[src/hw/cdr_pkg.sv]
// Package: register map, field positions, reset values and timing for the vendor registers
package cdr_pkg;
  // Register addresses (ULPI immediate address space)
  localparam logic [5:0] ADDR_CHG_DET     = 6'h32;
  localparam logic [5:0] ADDR_HEADSET     = 6'h33;
  localparam logic [5:0] ADDR_IDCONV_WR   = 6'h36;
  localparam logic [5:0] ADDR_IDCONV_SET  = 6'h37;
  localparam logic [5:0] ADDR_IDCONV_CLR  = 6'h38;
  localparam logic [5:0] ADDR_CK_LATCH    = 6'h21;
  localparam logic [5:0] ADDR_VENDOR_LO   = 6'h30;
  localparam logic [5:0] ADDR_VENDOR_HI   = 6'h3f;
  // Charger detection field positions
  localparam int CHG_SRC_BIT   = 0;
  localparam int CHG_SINK_BIT  = 1;
  localparam int CHG_DP_BIT    = 2;
  localparam int CHG_ROLE_BIT  = 3;
  localparam int CHG_DET_BIT   = 4;
  // Headset key value
  localparam logic [3:0] HEADSET_KEY = 4'ha;
  // ID conversion field positions
  localparam int IDC_DONE_BIT  = 3;
  localparam int IDC_START_BIT = 4;
  localparam int IDC_IRQ_BIT   = 6;
  localparam int CK_IDC_LATCH_BIT = 3;
  // Reset values
  localparam logic [3:0] CHG_RST     = 4'h0;
  localparam logic [3:0] HEADSET_RST = 4'h0;
  localparam logic [2:0] IDCODE_RST  = 3'h0;
  // Conversion time
  localparam int CLK_MHZ        = 125;
  localparam int CONV_TIME_US   = 282;
  localparam int CONV_CYCLES    = CONV_TIME_US * CLK_MHZ;
  localparam int CONV_CW        = 16;
  // ULPI command codes (upper two bits of the command byte)
  localparam logic [1:0] CMD_REG_WR = 2'h2;
  localparam logic [1:0] CMD_REG_RD = 2'h3;

  // Access request from the ULPI command decoder
  typedef struct packed {
    logic       valid;
    logic       write;
    logic [5:0] addr;
    logic [7:0] wdata;
  } cdr_req_t;

  // Analog control outputs
  typedef struct packed {
    logic dp_volt_src;
    logic dm_volt_src;
    logic dp_sink;
    logic dm_sink;
    logic dp_contact_src;
    logic dm_contact_src;
    logic dp_comp_sel;
    logic headset_en;
  } cdr_analog_t;
endpackage : cdr_pkg

[src/hw/cdr_conv_timer.sv]
// Conversion timer: counts the ID resistor conversion time and flags completion
`timescale 1ns/1ns
`default_nettype none
module cdr_conv_timer #(
  parameter int CYCLES = cdr_pkg::CONV_CYCLES
) (
  input  wire logic core_clk,
  input  wire logic rst_n,
  input  wire logic start,
  output logic      busy,
  output logic      done
);
  typedef struct packed {
    logic [cdr_pkg::CONV_CW-1:0] cnt;
    logic                        busy;
    logic                        done;
  } cdr_tmr_t;

  cdr_tmr_t s;
  cdr_tmr_t next_s;

  // Counter runs from start until the full conversion time has passed
  always_comb begin
    next_s      = s;
    next_s.done = 1'b0;
    if (s.busy) begin
      if (s.cnt == cdr_pkg::CONV_CW'(CYCLES - 1)) begin
        next_s.busy = 1'b0;
        next_s.done = 1'b1;
        next_s.cnt  = '0;
      end else begin
        next_s.cnt = s.cnt + 1'b1;
      end
    end else if (start) begin
      next_s.busy = 1'b1;
      next_s.cnt  = '0;
    end
  end

  // State register
  always_ff @(posedge core_clk or negedge rst_n) begin
    if (!rst_n) begin
      s <= '0;
    end else begin
      s <= next_s;
    end
  end

  assign busy = s.busy;
  assign done = s.done;

  conv_len_a: assert property (@(posedge core_clk) disable iff (!rst_n)
    $rose(s.busy) |-> s.busy [*8])
    else $error("conversion ended too early");
endmodule : cdr_conv_timer
`default_nettype wire

[src/hw/cdr_regs.sv]
// Vendor register bank: charger detection, headset key and ID resistor conversion
//
// Overview of operation
// Bits 0..2 enable voltage source, sink with comparator, DP contact source.
// Bit 3 selects role: portable device or charging host port.
// Charging host role swaps source, sink, contact and comparator between DP and DM.
// Bit 4 reads one only with comparator high and line state 00.
// Link should clear bits 2:0 before USB operation.
// Headset audio enabled only while key field equals 1010.
// Result field 2:0 carries the resistor code from the converter.
// Complete flag sets when the 282 us conversion ends.
// Reading the conversion register clears the complete flag.
// Reading result via carkit status leaves complete flags alone.
// Start bit launches conversion on write or set, clears at completion.
// Conversion register read at 36h-38h; write 36h, set 37h, clear 38h.
// Enabled completion raises the alternate interrupt indication.
// Effective interrupt enable is OR of local and carkit enable bits.
// Link keeps bit 5 of the conversion register at zero.
// Vendor registers 30h-3Fh use immediate register commands.
// Carkit latch bit sets on enabled rising complete flag, clears on read.
// Set access sets bits written as one; clear access clears them.
// Reserved bits read zero and ignore writes.
`timescale 1ns/1ns
`default_nettype none
module cdr_regs (
  input  wire logic              core_clk,
  input  wire logic              rst_n,
  input  wire cdr_pkg::cdr_req_t req,
  input  wire logic              cmd_immediate,
  input  wire logic [1:0]        line_state,
  input  wire logic              comparator_raw,
  input  wire logic [2:0]        id_adc_code,
  input  wire logic              carkit_id_irq_en,
  input  wire logic              carkit_status_rd,
  output logic [7:0]             rdata,
  output logic                   rvalid,
  output logic                   alt_int,
  output cdr_pkg::cdr_analog_t   analog
);
  typedef struct packed {
    logic [3:0]           chg;
    logic [3:0]           headset_key;
    logic [2:0]           id_code;
    logic                 id_done;
    logic                 id_launch;
    logic                 id_irq_en;
    logic                 irq_latch;
    logic [7:0]           rdata;
    logic                 rvalid;
    logic                 alt_int;
    cdr_pkg::cdr_analog_t analog;
  } cdr_state_t;

  cdr_state_t s;
  cdr_state_t next_s;
  logic       conv_busy;
  logic       conv_done;
  logic       start_pulse;
  logic       acc;
  logic       det;
  logic       irq_en_eff;
  logic [7:0] idc_word;
  logic [7:0] new_idc;

  // Only immediate commands reach the vendor registers
  assign acc = req.valid && cmd_immediate;

  // Detector: comparator gated by sink enable and idle line state
  assign det = comparator_raw && s.chg[cdr_pkg::CHG_SINK_BIT] && (line_state == 2'h0);

  // Combined interrupt enable
  assign irq_en_eff = s.id_irq_en || carkit_id_irq_en;

  // Readback image of the conversion register, reserved bits zero
  assign idc_word = {1'b0, s.id_irq_en, 1'b0, s.id_launch, s.id_done, s.id_code};

  // Next value of the conversion register after a write, set or clear
  always_comb begin
    new_idc = idc_word;
    if (acc && req.write) begin
      unique case (req.addr)
        cdr_pkg::ADDR_IDCONV_WR:  new_idc = req.wdata;
        cdr_pkg::ADDR_IDCONV_SET: new_idc = idc_word | req.wdata;
        cdr_pkg::ADDR_IDCONV_CLR: new_idc = idc_word & ~req.wdata;
        default:                  new_idc = idc_word;
      endcase
    end
  end

  // Launch when the start bit goes from zero to one and no conversion runs
  // Starting only from idle keeps a second start from cutting a running conversion short
  assign start_pulse = new_idc[cdr_pkg::IDC_START_BIT] && !s.id_launch && !conv_busy;

  cdr_conv_timer #(
    .CYCLES (cdr_pkg::CONV_CYCLES)
  ) u_timer (
    .core_clk (core_clk),
    .rst_n    (rst_n),
    .start    (start_pulse),
    .busy     (conv_busy),
    .done     (conv_done)
  );

  // Register updates, readback and side effects
  always_comb begin
    next_s        = s;
    next_s.rvalid = 1'b0;
    if (acc && req.write) begin
      unique case (req.addr)
        cdr_pkg::ADDR_CHG_DET: next_s.chg = req.wdata[3:0];
        cdr_pkg::ADDR_HEADSET: next_s.headset_key = req.wdata[3:0];
        default: ;
      endcase
      next_s.id_launch = new_idc[cdr_pkg::IDC_START_BIT];
      next_s.id_irq_en = new_idc[cdr_pkg::IDC_IRQ_BIT];
    end
    if (acc && !req.write) begin
      next_s.rvalid = 1'b1;
      unique case (req.addr)
        cdr_pkg::ADDR_CHG_DET: next_s.rdata = {3'h0, det, s.chg};
        cdr_pkg::ADDR_HEADSET: next_s.rdata = {4'h0, s.headset_key};
        cdr_pkg::ADDR_IDCONV_WR, cdr_pkg::ADDR_IDCONV_SET, cdr_pkg::ADDR_IDCONV_CLR: begin
          next_s.rdata   = idc_word;
          next_s.id_done = 1'b0;
        end
        cdr_pkg::ADDR_CK_LATCH: begin
          next_s.rdata     = {4'h0, s.irq_latch, 3'h0};
          next_s.irq_latch = 1'b0;
        end
        default: next_s.rdata = 8'h00;
      endcase
    end
    // Completion: result captured, flag set (wins over read clear), start cleared
    next_s.alt_int = 1'b0;
    if (conv_done) begin
      next_s.id_code   = id_adc_code;
      next_s.id_done   = 1'b1;
      next_s.id_launch = 1'b0;
      if (irq_en_eff && !s.id_done) begin
        next_s.irq_latch = 1'b1;
      end
      if (irq_en_eff) begin
        next_s.alt_int = 1'b1;
      end
    end
    // Carkit status read path has no effect on the flag
    if (carkit_status_rd) begin
      next_s.id_done = next_s.id_done;
    end
    // Analog steering, swapped in charging host role
    if (s.chg[cdr_pkg::CHG_ROLE_BIT]) begin
      next_s.analog.dp_volt_src    = 1'b0;
      next_s.analog.dm_volt_src    = s.chg[cdr_pkg::CHG_SRC_BIT];
      next_s.analog.dp_sink        = 1'b0;
      next_s.analog.dm_sink        = s.chg[cdr_pkg::CHG_SINK_BIT];
      next_s.analog.dp_contact_src = 1'b0;
      next_s.analog.dm_contact_src = s.chg[cdr_pkg::CHG_DP_BIT];
      next_s.analog.dp_comp_sel    = 1'b0;
    end else begin
      next_s.analog.dp_volt_src    = s.chg[cdr_pkg::CHG_SRC_BIT];
      next_s.analog.dm_volt_src    = 1'b0;
      next_s.analog.dp_sink        = s.chg[cdr_pkg::CHG_SINK_BIT];
      next_s.analog.dm_sink        = 1'b0;
      next_s.analog.dp_contact_src = s.chg[cdr_pkg::CHG_DP_BIT];
      next_s.analog.dm_contact_src = 1'b0;
      next_s.analog.dp_comp_sel    = 1'b1;
    end
    next_s.analog.headset_en = (s.headset_key == cdr_pkg::HEADSET_KEY);
  end

  // State register
  always_ff @(posedge core_clk or negedge rst_n) begin
    if (!rst_n) begin
      s <= '0;
    end else begin
      s <= next_s;
    end
  end

  assign rdata   = s.rdata;
  assign rvalid  = s.rvalid;
  assign alt_int = s.alt_int;
  assign analog  = s.analog;

  // Assertions
  det_gate_a: assert property (@(posedge core_clk) disable iff (!rst_n)
    (acc && !req.write && req.addr == cdr_pkg::ADDR_CHG_DET && line_state != 2'h0)
      |=> !rdata[cdr_pkg::CHG_DET_BIT])
    else $error("detect bit high with active line state");
  sink_off_a: assert property (@(posedge core_clk) disable iff (!rst_n)
    (acc && !req.write && req.addr == cdr_pkg::ADDR_CHG_DET && !s.chg[1])
      |=> rdata[4:0] == {1'b0, s.chg})
    else $error("comparator reads one with sink off");
  headset_key_a: assert property (@(posedge core_clk) disable iff (!rst_n)
    ##1 analog.headset_en == ($past(s.headset_key) == 4'ha))
    else $error("headset enable mismatch");
  role_swap_a: assert property (@(posedge core_clk) disable iff (!rst_n)
    $past(s.chg[3]) |-> !analog.dp_volt_src && !analog.dp_sink && !analog.dp_contact_src)
    else $error("host role left DP driven");
  done_set_a: assert property (@(posedge core_clk) disable iff (!rst_n)
    conv_done |=> s.id_done && !s.id_launch)
    else $error("completion not reflected");
  done_clr_a: assert property (@(posedge core_clk) disable iff (!rst_n)
    (acc && !req.write && req.addr == cdr_pkg::ADDR_IDCONV_SET && !conv_done) |=> !s.id_done)
    else $error("read did not clear complete flag");
  launch_a: assert property (@(posedge core_clk) disable iff (!rst_n)
    (acc && req.write && req.addr == cdr_pkg::ADDR_IDCONV_SET && req.wdata[4] && !s.id_launch
      && !conv_busy) |=> conv_busy && s.id_launch)
    else $error("set access did not launch conversion");
  irq_a: assert property (@(posedge core_clk) disable iff (!rst_n)
    (conv_done && (s.id_irq_en || carkit_id_irq_en)) |=> alt_int)
    else $error("interrupt not raised");
  reserved_a: assert property (@(posedge core_clk) disable iff (!rst_n)
    rvalid && $past(req.addr) == cdr_pkg::ADDR_HEADSET |-> rdata[7:4] == 4'h0)
    else $error("reserved bits read nonzero");
  latch_a: assert property (@(posedge core_clk) disable iff (!rst_n)
    (conv_done && irq_en_eff && !s.id_done) |=> s.irq_latch)
    else $error("carkit latch not set");


  // Register writes land in the addressed field only
  chg_write_a: assert property (@(posedge core_clk) disable iff (!rst_n)
    (acc && req.write && req.addr == cdr_pkg::ADDR_CHG_DET)
      |=> s.chg == $past(req.wdata[3:0]))
    else $error("charger control write lost");
  key_write_a: assert property (@(posedge core_clk) disable iff (!rst_n)
    (acc && req.write && req.addr == cdr_pkg::ADDR_HEADSET)
      |=> s.headset_key == $past(req.wdata[3:0]))
    else $error("headset key write lost");
  cmd_filter_a: assert property (@(posedge core_clk) disable iff (!rst_n)
    (req.valid && !cmd_immediate)
      |=> !rvalid && $stable(s.chg) && $stable(s.headset_key) && $stable(s.id_irq_en))
    else $error("non-immediate command reached the registers");

  // Read answers come one cycle after an accepted read, never otherwise
  read_answer_a: assert property (@(posedge core_clk) disable iff (!rst_n)
    (acc && !req.write) |=> rvalid)
    else $error("read not answered");
  rvalid_cause_a: assert property (@(posedge core_clk) disable iff (!rst_n)
    rvalid |-> $past(acc) && !$past(req.write))
    else $error("answer without an accepted read");
  chg_resv_a: assert property (@(posedge core_clk) disable iff (!rst_n)
    (rvalid && $past(req.addr) == cdr_pkg::ADDR_CHG_DET) |-> rdata[7:5] == 3'h0)
    else $error("charger reserved bits read nonzero");
  idc_resv_a: assert property (@(posedge core_clk) disable iff (!rst_n)
    (rvalid && $past(req.addr) >= cdr_pkg::ADDR_IDCONV_WR
      && $past(req.addr) <= cdr_pkg::ADDR_IDCONV_CLR)
      |-> !rdata[7] && !rdata[5])
    else $error("conversion reserved bits read nonzero");

  // Bit set and bit clear accesses touch only the bits written as one
  set_keeps_a: assert property (@(posedge core_clk) disable iff (!rst_n)
    (acc && req.write && req.addr == cdr_pkg::ADDR_IDCONV_SET)
      |=> s.id_irq_en == ($past(s.id_irq_en) || $past(req.wdata[cdr_pkg::IDC_IRQ_BIT])))
    else $error("set access disturbed interrupt enable");
  clr_access_a: assert property (@(posedge core_clk) disable iff (!rst_n)
    (acc && req.write && req.addr == cdr_pkg::ADDR_IDCONV_CLR)
      |=> s.id_irq_en == ($past(s.id_irq_en) && !$past(req.wdata[cdr_pkg::IDC_IRQ_BIT])))
    else $error("clear access disturbed interrupt enable");

  // Completion side effects and flag keeping
  code_cap_a: assert property (@(posedge core_clk) disable iff (!rst_n)
    conv_done |=> s.id_code == $past(id_adc_code))
    else $error("resistor code not captured");
  irq_cause_a: assert property (@(posedge core_clk) disable iff (!rst_n)
    alt_int |-> $past(conv_done) && $past(irq_en_eff))
    else $error("interrupt without enabled completion");
  carkit_keep_a: assert property (@(posedge core_clk) disable iff (!rst_n)
    (carkit_status_rd && !acc && !conv_done) |=> $stable(s.id_done))
    else $error("carkit status read changed complete flag");
  latch_clear_a: assert property (@(posedge core_clk) disable iff (!rst_n)
    (acc && !req.write && req.addr == cdr_pkg::ADDR_CK_LATCH && !conv_done) |=> !s.irq_latch)
    else $error("carkit latch not cleared by read");

  // Analog steering per role, one cycle behind the control bits
  device_route_a: assert property (@(posedge core_clk) disable iff (!rst_n)
    ($past(rst_n) && !$past(s.chg[cdr_pkg::CHG_ROLE_BIT]))
      |-> analog.dp_volt_src == $past(s.chg[cdr_pkg::CHG_SRC_BIT])
        && analog.dp_sink == $past(s.chg[cdr_pkg::CHG_SINK_BIT])
        && analog.dp_contact_src == $past(s.chg[cdr_pkg::CHG_DP_BIT])
        && analog.dp_comp_sel)
    else $error("device role routing wrong");
  host_route_a: assert property (@(posedge core_clk) disable iff (!rst_n)
    $past(s.chg[cdr_pkg::CHG_ROLE_BIT])
      |-> analog.dm_volt_src == $past(s.chg[cdr_pkg::CHG_SRC_BIT])
        && analog.dm_sink == $past(s.chg[cdr_pkg::CHG_SINK_BIT])
        && analog.dm_contact_src == $past(s.chg[cdr_pkg::CHG_DP_BIT])
        && !analog.dp_comp_sel)
    else $error("host role routing not swapped");

  // Cover points for the main scenarios
  conv_c:   cover property (@(posedge core_clk) disable iff (!rst_n) conv_done);
  irq_c:    cover property (@(posedge core_clk) disable iff (!rst_n) alt_int);
  hs_c:     cover property (@(posedge core_clk) disable iff (!rst_n) analog.headset_en);
  launch_c: cover property (@(posedge core_clk) disable iff (!rst_n) start_pulse);
  latch_c:  cover property (@(posedge core_clk) disable iff (!rst_n) s.irq_latch);
endmodule : cdr_regs
`default_nettype wire

[config.mk]
export PLATFORM = sky130hd
export DESIGN_NAME = cdr_regs
export DESIGN_NICKNAME = d
export VERILOG_FILES = /design/src/hw/cdr_pkg.sv /design/src/hw/cdr_conv_timer.sv /design/src/hw/cdr_regs.sv
export SDC_FILE = /design/constraint.sdc
export NUM_CORES = 1
export LEC_CHECK = 0
export BUFFER_PORTS_ARGS = -buffer_cell sky130_fd_sc_hd__buf_4
export CAP_MARGIN = 20
export CELL_PAD_IN_SITES_DETAIL_PLACEMENT = 0
export CELL_PAD_IN_SITES_GLOBAL_PLACEMENT = 1
export CORE_ASPECT_RATIO = 0.9
export CORE_MARGIN = 2
export CORE_UTILIZATION = 39
export DETAILED_ROUTE_END_ITERATION = 12
export PLACE_DENSITY_LB_ADDON = 0.1
export RECOVER_POWER = 100
export SYNTH_ARGS = -nofsm -noshare
export SYNTH_HDL_FRONTEND = slang
export SYNTH_SLANG_ARGS = --single-unit
[constraint.sdc]
create_clock -name core_clk -period 1.63 [get_ports core_clk]
set_input_delay 0.2445 -clock core_clk [delete_from_list [all_inputs] [get_ports core_clk]]
set_output_delay 0.2445 -clock core_clk [all_outputs]
set_load 0.01 [all_outputs]
* Word-level counts from Yosys, hierarchy flattened
Cells that the tools add are included.
Widths: inputs -> output; s select.
** Word-level totals
- Register bits after elaboration :: 51
- Output and inout bits :: 18
- Bits in latches :: 0
- Logic and storage cells :: 76
- Memories :: 0
- Bits in writable memories :: 0
- Memory bits (read-only) :: 0
- Bits of input ports :: 27
** Operators by class
- Reduce and logical (&&, ||, !) cells :: 24
- Mux-type cells :: 19
- Bitwise logic cells :: 3
- Div/mod/pow operators :: 0
- Shift-type cells :: 0
- Equality and inequality tests :: 8
- Multiply operators :: 0
- Order comparisons :: 0
- $add $sub $neg :: 1
** Operators with widths (count)
- $eq 6x6->1 const B :: 6
- $mux 17 :: 2
- $pmux 7 s4 :: 1
- $pmux 7 s3 :: 1
- $add 16x1->16 const B :: 1
- $eq 16x16->1 const B :: 1
- $mux 16 :: 1
- $mux 7 :: 2
- $mux 10 :: 1
- $logic_and 1x1->1 :: 8
- $mux 1 :: 8
- $reduce_and 2->1 :: 4
- $reduce_bool 2->1 :: 4
- $and 7x7->7 :: 1
- $not 7->7 :: 1
- $or 7x7->7 :: 1
- $mux 2 :: 3
- $eq 4x4->1 const B :: 1
- $logic_not 1->1 :: 4
- $reduce_bool 3->1 :: 1
- $reduce_or 3->1 :: 1
- $logic_not 2->1 :: 1
- $logic_or 1x1->1 :: 1

* Depth between registers and ports, before layout
- Depth in word-level cells :: 8
- Gate-level depth with buffers :: 7

* Cells and area by module
From an unflattened synthesis, not the netlist that was laid out.
** Unflattened totals
- Cells, all modules :: 242
- Area total of the unflattened synthesis :: 2522.4 µm²
** By module, submodules not included
- cdr_regs :: instances 1, sequential area each 775.7 µm², area each 1460.2 µm², cells each 129
- cdr_conv_timer :: instances 1, sequential area each 450.4 µm², area each 1062.3 µm², cells each 113

* Worst setup path after synthesis
No wires, ideal clock.
- Kind :: register to register
- Start point :: register u_timer.s[3] (netlist name)
- End point :: register u_timer.s[10] (netlist name)
- Setup slack :: -0.009 ns
- Data arrival time :: 1.511 ns
- Data required time :: 1.501 ns
- Buffers on the path :: 1
- Cell stages (with the launch flop) :: 8
- Path through :: dfrtp_1 -> inv_1 -> ha_1 -> nor4bb_1 -> nand4_1 -> buf_2 -> a31oi_1 -> o22ai_1
** On the way
- Cells in the longest elaborated chain, start to end :: 3
** RTL lines
- from (decl) :: line cdr_conv_timer.sv:19 : cdr_tmr_t s;
- from (signal assigned) :: line cdr_conv_timer.sv:45 : s <= next_s;
- $add 16x1->16 or $eq 16x16->1 (tied branches) :: line cdr_conv_timer.sv:32, cdr_conv_timer.sv:27
- $mux 16 * :: line cdr_conv_timer.sv:27 : if (s.cnt == cdr_pkg::CONV_CW'(CYCLES - 1)) begin
- $mux 17 * :: line cdr_conv_timer.sv:26 : if (s.busy) begin
Every way passes the cells marked *; elsewhere a longest branch is shown, timed or not.
A chain may end at the register's enable or synchronous reset.

* Final worst setup path
- Start point :: register u_timer.s[8] (netlist name)
- End point :: register u_timer.s[10] (netlist name)
Same word-level chain as after synthesis.

==> results.py <==
metrics = {
    "drt": {
        "wire_per_inst_um": 15.4,
        "drt_first_pass_iters": 4,
        "drt_iter0_drc": 115,
        "ant_nets": 0,
        "vias_after_detailed_routing": 2052,
        "routed-wl-met2_um": 2420,
        "vias_per_cell": 5.21,
        "met3RoutedLength_um": 390,
        "maxUsedRoutingLayer": "met4",
        "drt-met1-wl_um": 3220,
        "postRouteWirelength_um": 6060,
        "drcViolationCount": 0,
    },
    "final_layout": {
        "fin_nets": 335,
        "diodes": 0,
        "finalNonFillerCells": 394,
        "layout-area-overhead-vs-synth_pct": 26.2,
        "post_route_cells_drive_above_1_share_pct": 29.0,
        "most_common_cell_after_layout_fill_and_taps_aside": "sky130_fd_sc_hd__dfrtp_1",
        "finalInstanceArea_sq_um": 3220,
        "layout.cells.most_common_list": "49 x sky130_fd_sc_hd__dfrtp_1, 46 x sky130_fd_sc_hd__buf_4, 30 x sky130_fd_sc_hd__nand2_1",
    },
    "synth": {
        "ys_warn_count": 0,
        "synth.lib_cells_used.distinct": 53,
        "netlist_area_sq_um": 2550,
        "register_area_share_after_synthesis_pct": 48.1,
        "postSynthRegisterBits": 49,
        "synthArstFlopShare_pct": 100,
        "postSynth.topFlopCell": "sky130_fd_sc_hd__dfrtp_1",
        "synthCells": 254,
        "synth_enable_flop_cells": 0,
        "synthesis.area_per_instance_sq_um": 10.0,
    },
    "sta": {
        "setup_repair_after_global_routing_missed_its_margin": "yes",
        "fmax_mhz": 619,
        "finalHoldViolCount": 0,
        "normalized_max_slew_margin_pct": 51.2,
        "final_setup_skew_ns": 0.00606,
        "finalSetupViolCount": 0,
        "min_clock_period_post_route_ns": 1.62,
        "final_max_slew_viol_count": 0,
        "worstMarginPinSlew_ns": 0.732,
        "fin_crit_sh_pct": 99.1,
        "timing.final.ws_setup_ns": 0.0142,
        "finalHoldWorstSlack_ns": 0.154,
    },
    "worst_setup_path": {
        "timing.setup.critical_path_class": "register to register",
        "worstPathRequired_ns": 1.83,
        "category_of_the_worst_setup_path_launch_point": "register",
        "kind_of_end_point_of_the_critical_path": "register",
        "arrival_worst_endpoint_ns": 1.81,
        "cp_max_fo": 6,
    },
    "job": {
        "max_cap_viol_count": 0,
    },
    "global_routing": {
        "grt_pass1_wl_um": 9780,
        "first_global_vias": 1941,
        "grt_use_total_pct": 18.0,
        "largest_net_degree_at_the_start_of_global_routing": 50,
        "grt_overflow": 0,
        "initial_antenna_violation_count": 0,
    },
    "power": {
        "worst_ir_drop_vdd_mv": 0.615,
        "power.leakage_nw": 1.49,
        "power_per_cell_area_nw_per_um2": 1120,
    },
    "clock_tree": {
        "cts_max_level": 2,
        "clock_root_buffer_master": "sky130_fd_sc_hd__clkbuf_8",
        "cts_inserted_buffers": 5,
        "tritoncts": "yes",
        "cts_sinks": 49,
        "clk_pin_slew_ns": 0.10,
        "clock_insertion_delay_worst_skew_ns": 0.31,
        "cts_max_path_buffers": 2,
    },
    "floorplanning": {
        "floorplan.initialDensity_pct": 41.0,
        "placement_rows": 27,
        "boundaryPins": 45,
        "die_height_um": 80.7,
        "design.core.area_sq_um": 6220,
        "die-area_sq_um": 7210,
        "die_boundary_width_um": 89.3,
    },
    "placed_design": {
        "gpl.final_weighted_congestion": 0.781,
        "portBuffers": 39,
        "placedInstanceArea_sq_um": 3010,
        "post-place-cells": 384,
        "worst_setup_slack_after_placement_ns": -0.0318,
        "hpwl_um": 4290,
    },
    "outcome": {
        "run_status": "finished, final reports clean",
    },
    "min_path": {
        "holdCritPathClass": "input port to register",
    },
}
-- worst max-delay path, stage by stage, from the launching register on --
cell and delay [ns]:
sky130_fd_sc_hd__dfrtp_1 0.39, sky130_fd_sc_hd__nor4b_2 0.26, sky130_fd_sc_hd__buf_4 0.15, sky130_fd_sc_hd__nand4_1 0.23
sky130_fd_sc_hd__buf_6 0.23, sky130_fd_sc_hd__a31oi_1 0.16, sky130_fd_sc_hd__o22ai_1 0.08
-- sequential cells by signal, indices dropped and copies added (netlist names) --
| signal | flops |
|---|---|
| s | 9 |
| u_timer.done | 1 |
| analog | 8 |
| u_timer.busy | 1 |
| idc_word | 6 |
| rvalid | 1 |
| alt_int | 1 |
| u_timer.s | 16 |
| rdata | 6 |
-- synthesized netlist by cell type, drive strengths merged (2+ instances only) --
cell type / instances / share of area, %
dfrtp: 49 / 48
nand2: 31 / 4.6
buf: 21 / 5.9
mux2: 13 / 5.7
inv: 12 / 1.8
o21ai: 12 / 2.4
nand3: 10 / 2.0
o211ai: 8 / 2.4
clkbuf: 7 / 1.0
a31oi: 6 / 1.5
and2: 6 / 1.5
nand4: 6 / 1.5
nand2b: 5 / 1.2
nor3: 5 / 0.98
a41oi: 4 / 1.7
and3: 4 / 0.98
and4: 4 / 1.4
nor2: 4 / 0.59
nor2b: 4 / 0.98
o22ai: 4 / 0.98
a21oi: 3 / 1.0
a22oi: 3 / 0.88
nor4: 3 / 0.74
or3: 3 / 0.74
a32oi: 2 / 0.69
ha: 2 / 0.98
nor4b: 2 / 0.69
o2111ai: 2 / 0.69
-- where the power goes --
group | total [mW] | internal (mW) | switching (mW)
logic | 1.28 | 0.596 | 0.680
registers | 1.57 | 1.38 | 0.195
clock network | 0.749 | 0.305 | 0.443
-- cell families after synthesis --
| group | count (synthesis) | synth area share [%] |
|---|---|---|
| buffers and inverters | 40 | 8.73 |
| multiplexers | 14 | 6.13 |
| AND/OR/NAND/NOR | 96 | 21.0 |
| adder cells (fa/ha/maj) | 2 | 0.981 |
| other | 1 | 0.147 |
| flip-flops | 49 | 48.1 |
| AO/OA/AOI/OAI | 52 | 14.9 |
-- cell type report --
cell class / instances / area, sq um
multi-input cells: 166 / 1250
repair buffers: 72 / 499
clock buffers: 5 / 68.8
clock inverters: 3 / 21.3
well taps: 87 / 109
flip-flops and latches: 49 / 1230
fillers: 616 / 3000
inverters: 12 / 45.0
-- repair_timing --
| action | CTS | global route |
|---|---|---|
| endpoints found under the hold margin | 49 | 0 |
| pin swaps | 2 | 13 |
| buffers inserted | 0 | 1 |
| endpoints found under the setup margin | 6 | 17 |
| resized for setup | 1 | 27 |
| hold buffers | 1 | 0 |
-- metal layers --
metal  vias up  GRT usage [%]
li1       1016              -
met1       976           28.5
met2        58           24.7
met3         2           3.56
met4         0           4.93
met5         -              0
-- path summary, 6_finish.rpt --
path / depth (start not counted) / startpoint / end / slack, ns
max reg2reg: 6 / u_timer.s[8] / u_timer.s[10] / 0.01
max: 6 / u_timer.s[8] / u_timer.s[10] / 0.01
max in group asynchronous: 2 / rst_n / u_timer.s[12] / 0.64
min in group asynchronous: 2 / rst_n / rdata[0] / 0.53
min reg2reg: 1 / s[25] / analog[0] / 0.46
min: 2 / req[3] / s[32] / 0.15
-- per-stage QoR --
step,utilization (%),TNS (ns),power [mW]
global placement,48.5,-0.00820,2.58
CTS,50.2,0,3.36
floorplan,-,0,2.13
detailed placement,48.5,-0.131,2.60
global route,51.8,-0.833,3.83
finish,51.8,0,3.60
Power figures use the tool's default switching activity.
